<file path="config.mk">
export PLATFORM = sky130hd
export DESIGN_NAME = mccu_top
export DESIGN_NICKNAME = d
export VERILOG_FILES = /design/src/rtl/mccu_pkg.sv /design/src/rtl/mccu_top.sv
export VERILOG_INCLUDE_DIRS = /design/src /design/src/rtl
export SDC_FILE = /design/constraint.sdc
export NUM_CORES = 1
export LEC_CHECK = 0
export BUFFER_PORTS_ARGS = -buffer_cell sky130_fd_sc_hd__buf_4
export CORE_MARGIN = 2
export CORE_UTILIZATION = 40
export CTS_CLUSTER_DIAMETER = 100
export DETAILED_ROUTE_END_ITERATION = 10
export PLACE_DENSITY_LB_ADDON = 0.3
export SLEW_MARGIN = 10
export SYNTH_ARGS = -nofsm -noshare
export SYNTH_HDL_FRONTEND = slang
export SYNTH_SLANG_ARGS = --single-unit
</file>
<file path="constraint.sdc">
create_clock -name clk_sys -period 8.72 [get_ports clk_sys]
set_input_delay 0.436 -clock clk_sys [delete_from_list [all_inputs] [get_ports clk_sys]]
set_output_delay 0.436 -clock clk_sys [all_outputs]
set_load 0.02 [all_outputs]
</file>
<file path="src/rtl/mccu_defs.svh">
`ifndef MCCU_DEFS_SVH
`define MCCU_DEFS_SVH

// Register byte offsets
`define MCCU_OFS_BASE 8'h00
`define MCCU_OFS_SHIFT 8'h04
`define MCCU_OFS_STATUS 8'h08
`define MCCU_OFS_MASK 8'h0C
`define MCCU_OFS_FLAGS 8'h10
`define MCCU_OFS_COUNT 8'h14
`define MCCU_OFS_SEQ 8'h18
`define MCCU_OFS_ADDR 8'h1C

// Interrupt status and mask bit positions
`define MCCU_IRQ_DEVICE 0
`define MCCU_IRQ_OVERFLOW 1
`define MCCU_IRQ_OUTSIDE 2

// Flag readback bit positions
`define MCCU_FLG_OUTSIDE 0
`define MCCU_FLG_SHARED1 1
`define MCCU_FLG_SHARED2 2
`define MCCU_FLG_PRIV1 3
`define MCCU_FLG_PRIV2 4
`define MCCU_FLG_PRIV3 5
`define MCCU_FLG_READ_DONE 6
`define MCCU_FLG_OVERFLOW 7
`define MCCU_FLG_LOW_BIT 8

// Reset values
`define MCCU_RST_MASK 3'h0
`define MCCU_RST_FLAGS 9'h000

// AXI response codes
`define MCCU_RESP_OKAY 2'h0
`define MCCU_RESP_SLVERR 2'h2

`endif

</file>
<file path="src/rtl/mccu_pkg.sv">
package mccu_pkg;

	typedef enum logic [1:0] {
		MCCU_SEQ_NEXT = 2'b00,
		MCCU_SEQ_OUT_OF_SEQUENCE_OP = 2'b01,
		MCCU_SEQ_JUMP = 2'b11
	} mccu_seq_t;

	typedef enum logic [2:0] {
		MCCU_IO_NONE = 3'h0,
		MCCU_IO_RD1 = 3'h1,
		MCCU_IO_RD2 = 3'h2,
		MCCU_IO_WR1 = 3'h3,
		MCCU_IO_WR2 = 3'h4
	} mccu_io_t;

	typedef enum logic [1:0] {
		MCCU_CNT_NONE = 2'h0,
		MCCU_CNT_INC = 2'h1,
		MCCU_CNT_LOAD = 2'h2
	} mccu_cnt_t;

	typedef enum logic [3:0] {
		MCCU_TST_NONE = 4'h0,
		MCCU_TST_OUTSIDE = 4'h1,
		MCCU_TST_SHARED1 = 4'h2,
		MCCU_TST_SHARED2 = 4'h3,
		MCCU_TST_PRIV1 = 4'h4,
		MCCU_TST_PRIV2 = 4'h5,
		MCCU_TST_PRIV3 = 4'h6,
		MCCU_TST_READ_DONE = 4'h7,
		MCCU_TST_OVERFLOW = 4'h8,
		MCCU_TST_LOW_BIT = 4'h9
	} mccu_test_t;

	typedef enum logic [1:0] {
		MCCU_SRC_CONST = 2'h0,
		MCCU_SRC_SHIFT_COMP = 2'h1,
		MCCU_SRC_COUNTER = 2'h2
	} mccu_src_t;

	// Set bits: [0] shared one, [1] shared two, [2..4] private one..three
	typedef struct packed {
		mccu_seq_t seq;
		mccu_io_t io;
		mccu_cnt_t cnt;
		mccu_test_t test;
		mccu_src_t adder_src;
		logic [4:0] set_flags;
		logic const_load;
		logic addr_load;
		logic alt_load;
		logic shift_comp_load;
		logic shift_left;
		logic adder_used;
	} mccu_uop_t;

endpackage

</file>
<file path="src/rtl/mccu_top.sv">
`include "mccu_defs.svh"

// Functional notes
// - Device read uses base one or two
// - Device write uses base one or two
// - Out-of-sequence op runs alternate plus one
// - Outside event set externally, cleared on test
// - Shared flags set by op, kept on test
// - Count-up increments counter, sets overflow flag
// - Interrupt on locked unselected device request
// - Jump to alternate plus one, load counter
// - Left shift end-off, zero fill
// - Three private flags set, cleared on test
// - Counter load takes complemented constant, clears overflow
// - Constant loadable, feeds adder, address, counter
// - Address load copies constant to address
// - Low-bit condition is previous adder LSB
// - Complemented shift amount usable as source
// - Read complete set externally, cleared on test
module mccu_top import mccu_pkg::*; #(
	parameter int DATA_W = 16,
	parameter int UADDR_W = 12,
	parameter int SHIFT_W = 4,
	parameter int DEV_N = 8
) (
	input wire logic clk_sys,
	input wire logic reset,
	input wire logic uop_valid,
	input wire mccu_uop_t uop,
	input wire logic [DATA_W-1:0] const_value,
	input wire logic [UADDR_W-1:0] alt_value,
	input wire logic [DATA_W-1:0] adder_result,
	input wire logic outside_event_pin,
	input wire logic read_ready_pin,
	input wire logic [DEV_N-1:0] dev_locked_pin,
	input wire logic [DEV_N-1:0] dev_service_pin,
	input wire logic [DEV_N-1:0] dev_selected,
	output logic [UADDR_W-1:0] next_uaddr,
	output logic branch_taken,
	output logic dev_read_stb,
	output logic dev_write_stb,
	output logic [DATA_W-1:0] dev_base,
	output logic [DATA_W-1:0] shifter_out,
	output logic [DATA_W-1:0] adder_operand,
	output logic [DATA_W-1:0] memory_address_reg,
	output logic irq,
	input wire logic [31:0] s_axi_awaddr,
	input wire logic s_axi_awvalid,
	output logic s_axi_awready,
	input wire logic [31:0] s_axi_wdata,
	input wire logic [3:0] s_axi_wstrb,
	input wire logic s_axi_wvalid,
	output logic s_axi_wready,
	output logic [1:0] s_axi_bresp,
	output logic s_axi_bvalid,
	input wire logic s_axi_bready,
	input wire logic [31:0] s_axi_araddr,
	input wire logic s_axi_arvalid,
	output logic s_axi_arready,
	output logic [31:0] s_axi_rdata,
	output logic [1:0] s_axi_rresp,
	output logic s_axi_rvalid,
	input wire logic s_axi_rready
);

	// Pin synchronisers: first stage is read only by the second
	logic [1+2*DEV_N:0] sync_a;
	logic [1+2*DEV_N:0] sync_b;
	logic outside_prev;
	logic ready_prev;

	// Software-visible state
	logic [15:0] base_reg_one;
	logic [15:0] base_reg_two;
	logic [SHIFT_W-1:0] shift_amount_reg;
	logic [2:0] irq_status;
	logic [2:0] irq_mask;

	// Sequencing and datapath state
	logic [UADDR_W-1:0] sequence_counter;
	logic [UADDR_W-1:0] alternate_sequence_counter;
	logic [DATA_W-1:0] constant_field_reg;
	logic [DATA_W-1:0] loop_counter;
	logic counter_overflow_flag;
	logic adder_low_bit_cond;
	logic outside_event_flag;
	logic shared_flag_one;
	logic shared_flag_two;
	logic private_flag_one;
	logic private_flag_two;
	logic private_flag_three;
	logic read_complete_flag;

	always_ff @(posedge clk_sys or posedge reset) begin
		if (reset) begin
			sync_a <= '0;
			sync_b <= '0;
			outside_prev <= 1'b0;
			ready_prev <= 1'b0;
		end else begin
			sync_a <= {dev_service_pin, dev_locked_pin, read_ready_pin, outside_event_pin};
			sync_b <= sync_a;
			outside_prev <= sync_b[0];
			ready_prev <= sync_b[1];
		end
	end

	wire outside_set = sync_b[0] & ~outside_prev;
	wire ready_set = sync_b[1] & ~ready_prev;
	wire [DEV_N-1:0] locked_s = sync_b[2 +: DEV_N];
	wire [DEV_N-1:0] service_s = sync_b[2+DEV_N +: DEV_N];
	wire dev_irq_event = |(locked_s & service_s & ~dev_selected);

	// Microinstruction decode
	wire run = uop_valid;
	wire [UADDR_W-1:0] alt_plus_one = alternate_sequence_counter + UADDR_W'(1);
	wire [UADDR_W-1:0] seq_plus_one = sequence_counter + UADDR_W'(1);
	wire [DATA_W-1:0] shift_comp = {{(DATA_W-SHIFT_W){1'b0}}, ~shift_amount_reg};
	wire [DATA_W:0] count_sum = {1'b0, loop_counter} + {{DATA_W{1'b0}}, 1'b1};

	// Tested flag value is taken before the clear lands
	logic test_value;
	always_comb begin
		unique case (uop.test)
			MCCU_TST_NONE: test_value = 1'b1;
			MCCU_TST_OUTSIDE: test_value = outside_event_flag;
			MCCU_TST_SHARED1: test_value = shared_flag_one;
			MCCU_TST_SHARED2: test_value = shared_flag_two;
			MCCU_TST_PRIV1: test_value = private_flag_one;
			MCCU_TST_PRIV2: test_value = private_flag_two;
			MCCU_TST_PRIV3: test_value = private_flag_three;
			MCCU_TST_READ_DONE: test_value = read_complete_flag;
			MCCU_TST_OVERFLOW: test_value = counter_overflow_flag;
			MCCU_TST_LOW_BIT: test_value = adder_low_bit_cond;
			default: test_value = 1'b0;
		endcase
	end

	wire taken = run & test_value;
	wire tst_outside = run & (uop.test == MCCU_TST_OUTSIDE);
	wire tst_priv1 = run & (uop.test == MCCU_TST_PRIV1);
	wire tst_priv2 = run & (uop.test == MCCU_TST_PRIV2);
	wire tst_priv3 = run & (uop.test == MCCU_TST_PRIV3);
	wire tst_ready = run & (uop.test == MCCU_TST_READ_DONE);
	wire [4:0] set_req = run ? uop.set_flags : 5'h00;

	// Sequencing only deviates when the test passes
	wire do_out_of_sequence_op = taken & (uop.seq == MCCU_SEQ_OUT_OF_SEQUENCE_OP);
	wire do_jump = taken & (uop.seq == MCCU_SEQ_JUMP);
	wire [UADDR_W-1:0] next_addr_w = (do_out_of_sequence_op | do_jump) ? alt_plus_one : seq_plus_one;
	wire [UADDR_W-1:0] next_seq_w = do_out_of_sequence_op ? sequence_counter : next_addr_w;

	wire io_rd = taken & ((uop.io == MCCU_IO_RD1) | (uop.io == MCCU_IO_RD2));
	wire io_wr = taken & ((uop.io == MCCU_IO_WR1) | (uop.io == MCCU_IO_WR2));
	wire io_two = (uop.io == MCCU_IO_RD2) | (uop.io == MCCU_IO_WR2);
	wire [DATA_W-1:0] base_sel = DATA_W'(io_two ? base_reg_two : base_reg_one);

	wire cnt_inc = taken & (uop.cnt == MCCU_CNT_INC);
	wire cnt_load = taken & (uop.cnt == MCCU_CNT_LOAD);

	logic [DATA_W-1:0] operand_w;
	always_comb begin
		unique case (uop.adder_src)
			MCCU_SRC_CONST: operand_w = constant_field_reg;
			MCCU_SRC_SHIFT_COMP: operand_w = shift_comp;
			MCCU_SRC_COUNTER: operand_w = loop_counter;
			default: operand_w = '0;
		endcase
	end

	wire [DATA_W-1:0] shift_w = uop.shift_left ? (adder_result << shift_amount_reg) : adder_result;

	always_ff @(posedge clk_sys or posedge reset) begin
		if (reset) begin
			sequence_counter <= '0;
			alternate_sequence_counter <= '0;
			next_uaddr <= '0;
			branch_taken <= 1'b0;
			dev_read_stb <= 1'b0;
			dev_write_stb <= 1'b0;
			dev_base <= '0;
			shifter_out <= '0;
			adder_operand <= '0;
		end else begin
			if (run) begin
				sequence_counter <= next_seq_w;
				next_uaddr <= next_addr_w;
				branch_taken <= taken;
				shifter_out <= shift_w;
				adder_operand <= operand_w;
			end
			if (run & uop.alt_load)
				alternate_sequence_counter <= alt_value;
			dev_read_stb <= io_rd;
			dev_write_stb <= io_wr;
			if (io_rd | io_wr)
				dev_base <= base_sel;
		end
	end

	always_ff @(posedge clk_sys or posedge reset) begin
		if (reset) begin
			constant_field_reg <= '0;
			memory_address_reg <= '0;
			loop_counter <= '0;
			counter_overflow_flag <= 1'b0;
			adder_low_bit_cond <= 1'b0;
		end else begin
			if (run & uop.const_load)
				constant_field_reg <= const_value;
			if (taken & uop.addr_load)
				memory_address_reg <= constant_field_reg;
			if (cnt_load) begin
				loop_counter <= ~constant_field_reg;
				counter_overflow_flag <= 1'b0;
			end else if (cnt_inc) begin
				loop_counter <= count_sum[DATA_W-1:0];
				if (count_sum[DATA_W])
					counter_overflow_flag <= 1'b1;
			end
			if (run & uop.adder_used)
				adder_low_bit_cond <= adder_result[0];
		end
	end

	// Condition flags: a set in the clearing cycle wins
	always_ff @(posedge clk_sys or posedge reset) begin
		if (reset) begin
			outside_event_flag <= 1'b0;
			shared_flag_one <= 1'b0;
			shared_flag_two <= 1'b0;
			private_flag_one <= 1'b0;
			private_flag_two <= 1'b0;
			private_flag_three <= 1'b0;
			read_complete_flag <= 1'b0;
		end else begin
			outside_event_flag <= outside_set | (outside_event_flag & ~tst_outside);
			shared_flag_one <= shared_flag_one | set_req[0];
			shared_flag_two <= shared_flag_two | set_req[1];
			private_flag_one <= set_req[2] | (private_flag_one & ~tst_priv1);
			private_flag_two <= set_req[3] | (private_flag_two & ~tst_priv2);
			private_flag_three <= set_req[4] | (private_flag_three & ~tst_priv3);
			read_complete_flag <= ready_set | (read_complete_flag & ~tst_ready);
		end
	end

	// Register bus: write taken once address and data are both present
	wire wr_take = s_axi_awvalid & s_axi_wvalid & ~s_axi_bvalid & ~s_axi_awready;
	wire rd_take = s_axi_arvalid & ~s_axi_rvalid & ~s_axi_arready;
	wire [7:0] wr_ofs = s_axi_awaddr[7:0];
	wire [7:0] rd_ofs = s_axi_araddr[7:0];
	wire wr_base = wr_take & (wr_ofs == `MCCU_OFS_BASE);
	wire wr_shift = wr_take & (wr_ofs == `MCCU_OFS_SHIFT);
	wire wr_mask = wr_take & (wr_ofs == `MCCU_OFS_MASK);
	wire wr_hit = (wr_ofs == `MCCU_OFS_BASE) | (wr_ofs == `MCCU_OFS_SHIFT) |
		(wr_ofs == `MCCU_OFS_MASK);
	wire rd_status = rd_take & (rd_ofs == `MCCU_OFS_STATUS);
	wire [3:0] st = s_axi_wstrb;

	logic [8:0] flag_view;
	always_comb begin
		flag_view = `MCCU_RST_FLAGS;
		flag_view[`MCCU_FLG_OUTSIDE] = outside_event_flag;
		flag_view[`MCCU_FLG_SHARED1] = shared_flag_one;
		flag_view[`MCCU_FLG_SHARED2] = shared_flag_two;
		flag_view[`MCCU_FLG_PRIV1] = private_flag_one;
		flag_view[`MCCU_FLG_PRIV2] = private_flag_two;
		flag_view[`MCCU_FLG_PRIV3] = private_flag_three;
		flag_view[`MCCU_FLG_READ_DONE] = read_complete_flag;
		flag_view[`MCCU_FLG_OVERFLOW] = counter_overflow_flag;
		flag_view[`MCCU_FLG_LOW_BIT] = adder_low_bit_cond;
	end

	logic [31:0] rd_word;
	logic rd_hit;
	always_comb begin
		rd_word = 32'h0000_0000;
		rd_hit = 1'b1;
		unique case (rd_ofs)
			`MCCU_OFS_BASE: rd_word = {base_reg_two, base_reg_one};
			`MCCU_OFS_SHIFT: rd_word = 32'(shift_amount_reg);
			`MCCU_OFS_STATUS: rd_word = 32'(irq_status);
			`MCCU_OFS_MASK: rd_word = 32'(irq_mask);
			`MCCU_OFS_FLAGS: rd_word = 32'(flag_view);
			`MCCU_OFS_COUNT: rd_word = 32'({counter_overflow_flag, loop_counter});
			`MCCU_OFS_SEQ: rd_word = {4'h0, alternate_sequence_counter, 4'h0, sequence_counter};
			`MCCU_OFS_ADDR: rd_word = 32'(memory_address_reg);
			default: rd_hit = 1'b0;
		endcase
	end

	always_ff @(posedge clk_sys or posedge reset) begin
		if (reset) begin
			base_reg_one <= 16'h0000;
			base_reg_two <= 16'h0000;
			shift_amount_reg <= '0;
			irq_mask <= `MCCU_RST_MASK;
		end else begin
			if (wr_base & st[0])
				base_reg_one[7:0] <= s_axi_wdata[7:0];
			if (wr_base & st[1])
				base_reg_one[15:8] <= s_axi_wdata[15:8];
			if (wr_base & st[2])
				base_reg_two[7:0] <= s_axi_wdata[23:16];
			if (wr_base & st[3])
				base_reg_two[15:8] <= s_axi_wdata[31:24];
			// Microcode complement load wins over a software write
			if (run & uop.shift_comp_load)
				shift_amount_reg <= ~shift_amount_reg;
			else if (wr_shift & st[0])
				shift_amount_reg <= s_axi_wdata[SHIFT_W-1:0];
			if (wr_mask & st[0])
				irq_mask <= s_axi_wdata[2:0];
		end
	end

	// Sticky events; a read clears, but a same-cycle event survives
	wire [2:0] irq_events = {outside_set, cnt_inc & count_sum[DATA_W], dev_irq_event};
	always_ff @(posedge clk_sys or posedge reset) begin
		if (reset) begin
			irq_status <= 3'h0;
			irq <= 1'b0;
		end else begin
			irq_status <= irq_events | (irq_status & {3{~rd_status}});
			irq <= |(irq_status & irq_mask);
		end
	end

	always_ff @(posedge clk_sys or posedge reset) begin
		if (reset) begin
			s_axi_awready <= 1'b0;
			s_axi_wready <= 1'b0;
			s_axi_bvalid <= 1'b0;
			s_axi_bresp <= `MCCU_RESP_OKAY;
			s_axi_arready <= 1'b0;
			s_axi_rvalid <= 1'b0;
			s_axi_rresp <= `MCCU_RESP_OKAY;
			s_axi_rdata <= 32'h0000_0000;
		end else begin
			s_axi_awready <= wr_take;
			s_axi_wready <= wr_take;
			if (wr_take) begin
				s_axi_bvalid <= 1'b1;
				s_axi_bresp <= wr_hit ? `MCCU_RESP_OKAY : `MCCU_RESP_SLVERR;
			end else if (s_axi_bready)
				s_axi_bvalid <= 1'b0;
			s_axi_arready <= rd_take;
			if (rd_take) begin
				s_axi_rvalid <= 1'b1;
				s_axi_rdata <= rd_word;
				s_axi_rresp <= rd_hit ? `MCCU_RESP_OKAY : `MCCU_RESP_SLVERR;
			end else if (s_axi_rready)
				s_axi_rvalid <= 1'b0;
		end
	end

endmodule

</file>
==> reports/qor.yml <==
logic_synthesis:
  synth_warnings: 0
  synth_edf_count: 0
  syn_area_sq_um: 12200
  seq_area_frac_synth_pct: 54.0
  async_reset_ff_share_pct: 100
  avgSynthCellArea_sq_um: 11.2
  netlist_top_cells_area: "dfrtp_1 54%, mux2_2 8.2%, mux2i_1 5.1%"
  synth_top_area_cell: "dfrtp_1"
  synth_cell_type_count: 74
  synth_cells: 1091
  synth_top_area_share_pct: 54.0
  synth_top_flop_cell: "dfrtp_1"
  synth_seq_cells: 263
critical_path:
  crit_path_start: "private_flag_one$_DFF_PP0_"
  rr_endpoint: "next_uaddr[8]$_DFFE_PP0P_"
  cp_max_fo: 25
  critical_path_class: "reg -> reg"
  r2r_cells: 11
  crit_path_end: "next_uaddr[8]$_DFFE_PP0P_"
  end_kind: "flip-flop"
  r2r_slack_ps: 4460
  critical_path_required_ps: 9200
  critPathLaunchType: "flip-flop"
  arrival_ps: 4730
  r2r-start: "private_flag_one$_DFF_PP0_"
floorplan:
  io_pins: 323
  start_util_pct: 40.9
  rows: 63
  dieArea_sq_um: 31900
  coreArea_sq_um: 29800
  die_y_microns: 179
  die_x_microns: 179
clock_network:
  postCtsSetupRepairBufs: 0
  numCtsBuffers: 29
  cts.clk_slew.worst_paths_ps: 60
  root_buffer: "clkbuf_16"
  post_cts_resized: 0
  cts_buffer_depth: 3
  htreeDepth: 1
  clock-sinks: 263
  cts_tree: "built"
  clk_latency_ps: 570
global_route:
  antenna_found_initial: 0
  grt_max_degree: 137
  overflow: 0
  globalRouteTotalUtil_pct: 22.8
  grt_pass1_wl_microns: 55600
  first_global_vias: 9608
timing:
  slew_viol_final: 0
  hold_viol: 0
  rsz0062_at_grt: "no"
  fin_skew_ps: 29.4
  fmax_mhz: 235
  slew_headroom_pct: 27.6
  final.min_clock_period_ps: 4260
  setup_viol: 0
  tightest_slew_ps: 1090
  setup_tns_ps: 0
  finalCritPeriodShare_pct: 48.8
drt:
  vias: 9767
  drtAntennaViolNets: 0
  drtPass1Iterations: 7
  drt-initial-drc-count: 699
  wirelength_microns: 36600
  vias_per_cell: 5.50
  drcViolationCount: 0
  wl_per_cell_microns: 20.6
place:
  dp_hpwl_microns: 26700
  io_buffer_count: 272
  placed_area_sq_um: 14600
  place_congestion: 0.888
finish:
  regArea_sq_um: 6580
  fin_area_sq_um: 15800
  layout.nets: 1569
  drive_gt1_share_pct: 32.7
  fillers: 2658
  largest_register_ffs: 32
  final_cell_mix: "284 x buf_4, 263 x dfrtp_1, 109 x nand2_1, 89 x mux2_2, 74 x a21oi_1"
  layout_commonest_cell: "buf_4"
  antennaDiodeCount: 0
  area_delta_synth_final_pct: 29.4
  reg_top3: "s_axi_rdata (32), sync_a (18), sync_b (18)"
  multi_input_area_sq_um: 5210
  regMostFlops: "s_axi_rdata"
  utilization_pct: 52.9
job:
  drv_cap: 0
power:
  vdd_drop_max_mv: 0.137
  p_per_area_nw_per_um2: 246
  finalPower_mw: 3.88
  leakagePower_nw: 7.38
hold_path:
  min_path_type: "in -> reg"
status:
  status: "completed"
how the worst min path moves through the flow:
stage | cells after the start | end | start | slack [ps]
2_1_floorplan | 0 | sync_b[0]$_DFF_PP0_ | sync_a[0]$_DFF_PP0_ | 330
3_3_place_gp | 0 | sync_b[5]$_DFF_PP0_ | sync_a[5]$_DFF_PP0_ | 330
3_5_place_dp | 0 | sync_b[17]$_DFF_PP0_ | sync_a[17]$_DFF_PP0_ | 330
4_1_cts | 2 | dev_read_stb$_DFF_PP0_ | uop[21] | 30
5_1_grt | 2 | dev_read_stb$_DFF_PP0_ | uop[21] | 40
6_report | 2 | dev_read_stb$_DFF_PP0_ | uop[21] | 50
routing by layer:
metal  vias up  global-route usage [%]  wire length (microns)
met1      4831                    31.1                  15900
li1       4529                       -                      -
met3        44                    5.26                   2930
met4         0                    5.56                    742
met5         -                       0                      0
met2       363                    37.0                  17000
repair_timing:
action / 4_1_cts / 5_1_grt
hold buffers: 18 / 0
endpoints found under the hold margin: 18 / 0
setup endpoints to repair: 0 / 0
worst max-delay path, stage by stage (launching register included):
cell and delay [ps]:
dfrtp_1 400, mux2_4 280, a222oi_1 670, a21o_1 920, nand2_1 110, nand2_1 150
ha_1 330, nand3_1 200, mux2i_2 410, nand3_1 240, and4b_1 250, nor3_1 190
synth_stat cells, drive strengths merged (3+ instances only):
master	number
a21o	12
a21oi	76
a221o	4
a221oi	8
a222oi	8
a22o	15
a22oi	28
a31oi	5
and2	3
and3	6
buf	22
clkbuf	38
dfrtp	263
inv	37
mux2	98
mux2i	66
mux4	5
nand2	109
nand2b	13
nand3	20
nand3b	4
nand4	5
nor2	64
nor2b	10
nor3	16
nor3b	4
nor4	3
o211a	6
o211ai	8
o21a	7
o21ai	45
o221ai	10
o22ai	24
o32a	4
o32ai	3
or2	4
xnor2	7
xor2	6
report_power, final:
group          switching [mW]  total [mW]  internal, mW
combinational           0.469       0.893         0.424
clock                   0.507        1.31         0.801
sequential              0.259        1.68          1.42
through the flow:
step | hold WS (ps) | cells | setup WS [ps]
after floorplan | 331 | 1092 | 1040
after global placement | 331 | 1706 | 4400
after detailed placement | 335 | 1706 | 4330
after CTS | 31.2 | 1776 | 4510
after global routing | 40.5 | 1776 | 4040
final | 53.0 | 1776 | 4460
final cells by class:
cell class,instances,share of cell area [%]
clock buffer,40,5.43
clock inverter,12,1.09
inverter,37,0.928
multi-input combinational,732,33.1
sequential,263,41.7
tap,390,3.09
timing repair buffer,302,14.7
logic make-up (layout without fill, tap and decap cells):
| group | count (synthesis) | after routing | synth area share [%] |
|---|---|---|---|
| flops | 263 | 263 | 54.0 |
| buf+inv | 97 | 391 | 3.33 |
| other cells | 1 | 2 | 0.0308 |
| xor+xnor | 13 | 13 | 0.934 |
| compound gates | 274 | 274 | 15.2 |
| fa+ha+maj | 2 | 2 | 0.205 |
| simple gates | 272 | 272 | 10.6 |
| mux | 169 | 169 | 15.7 |
Power figures use the tool's default switching activity.
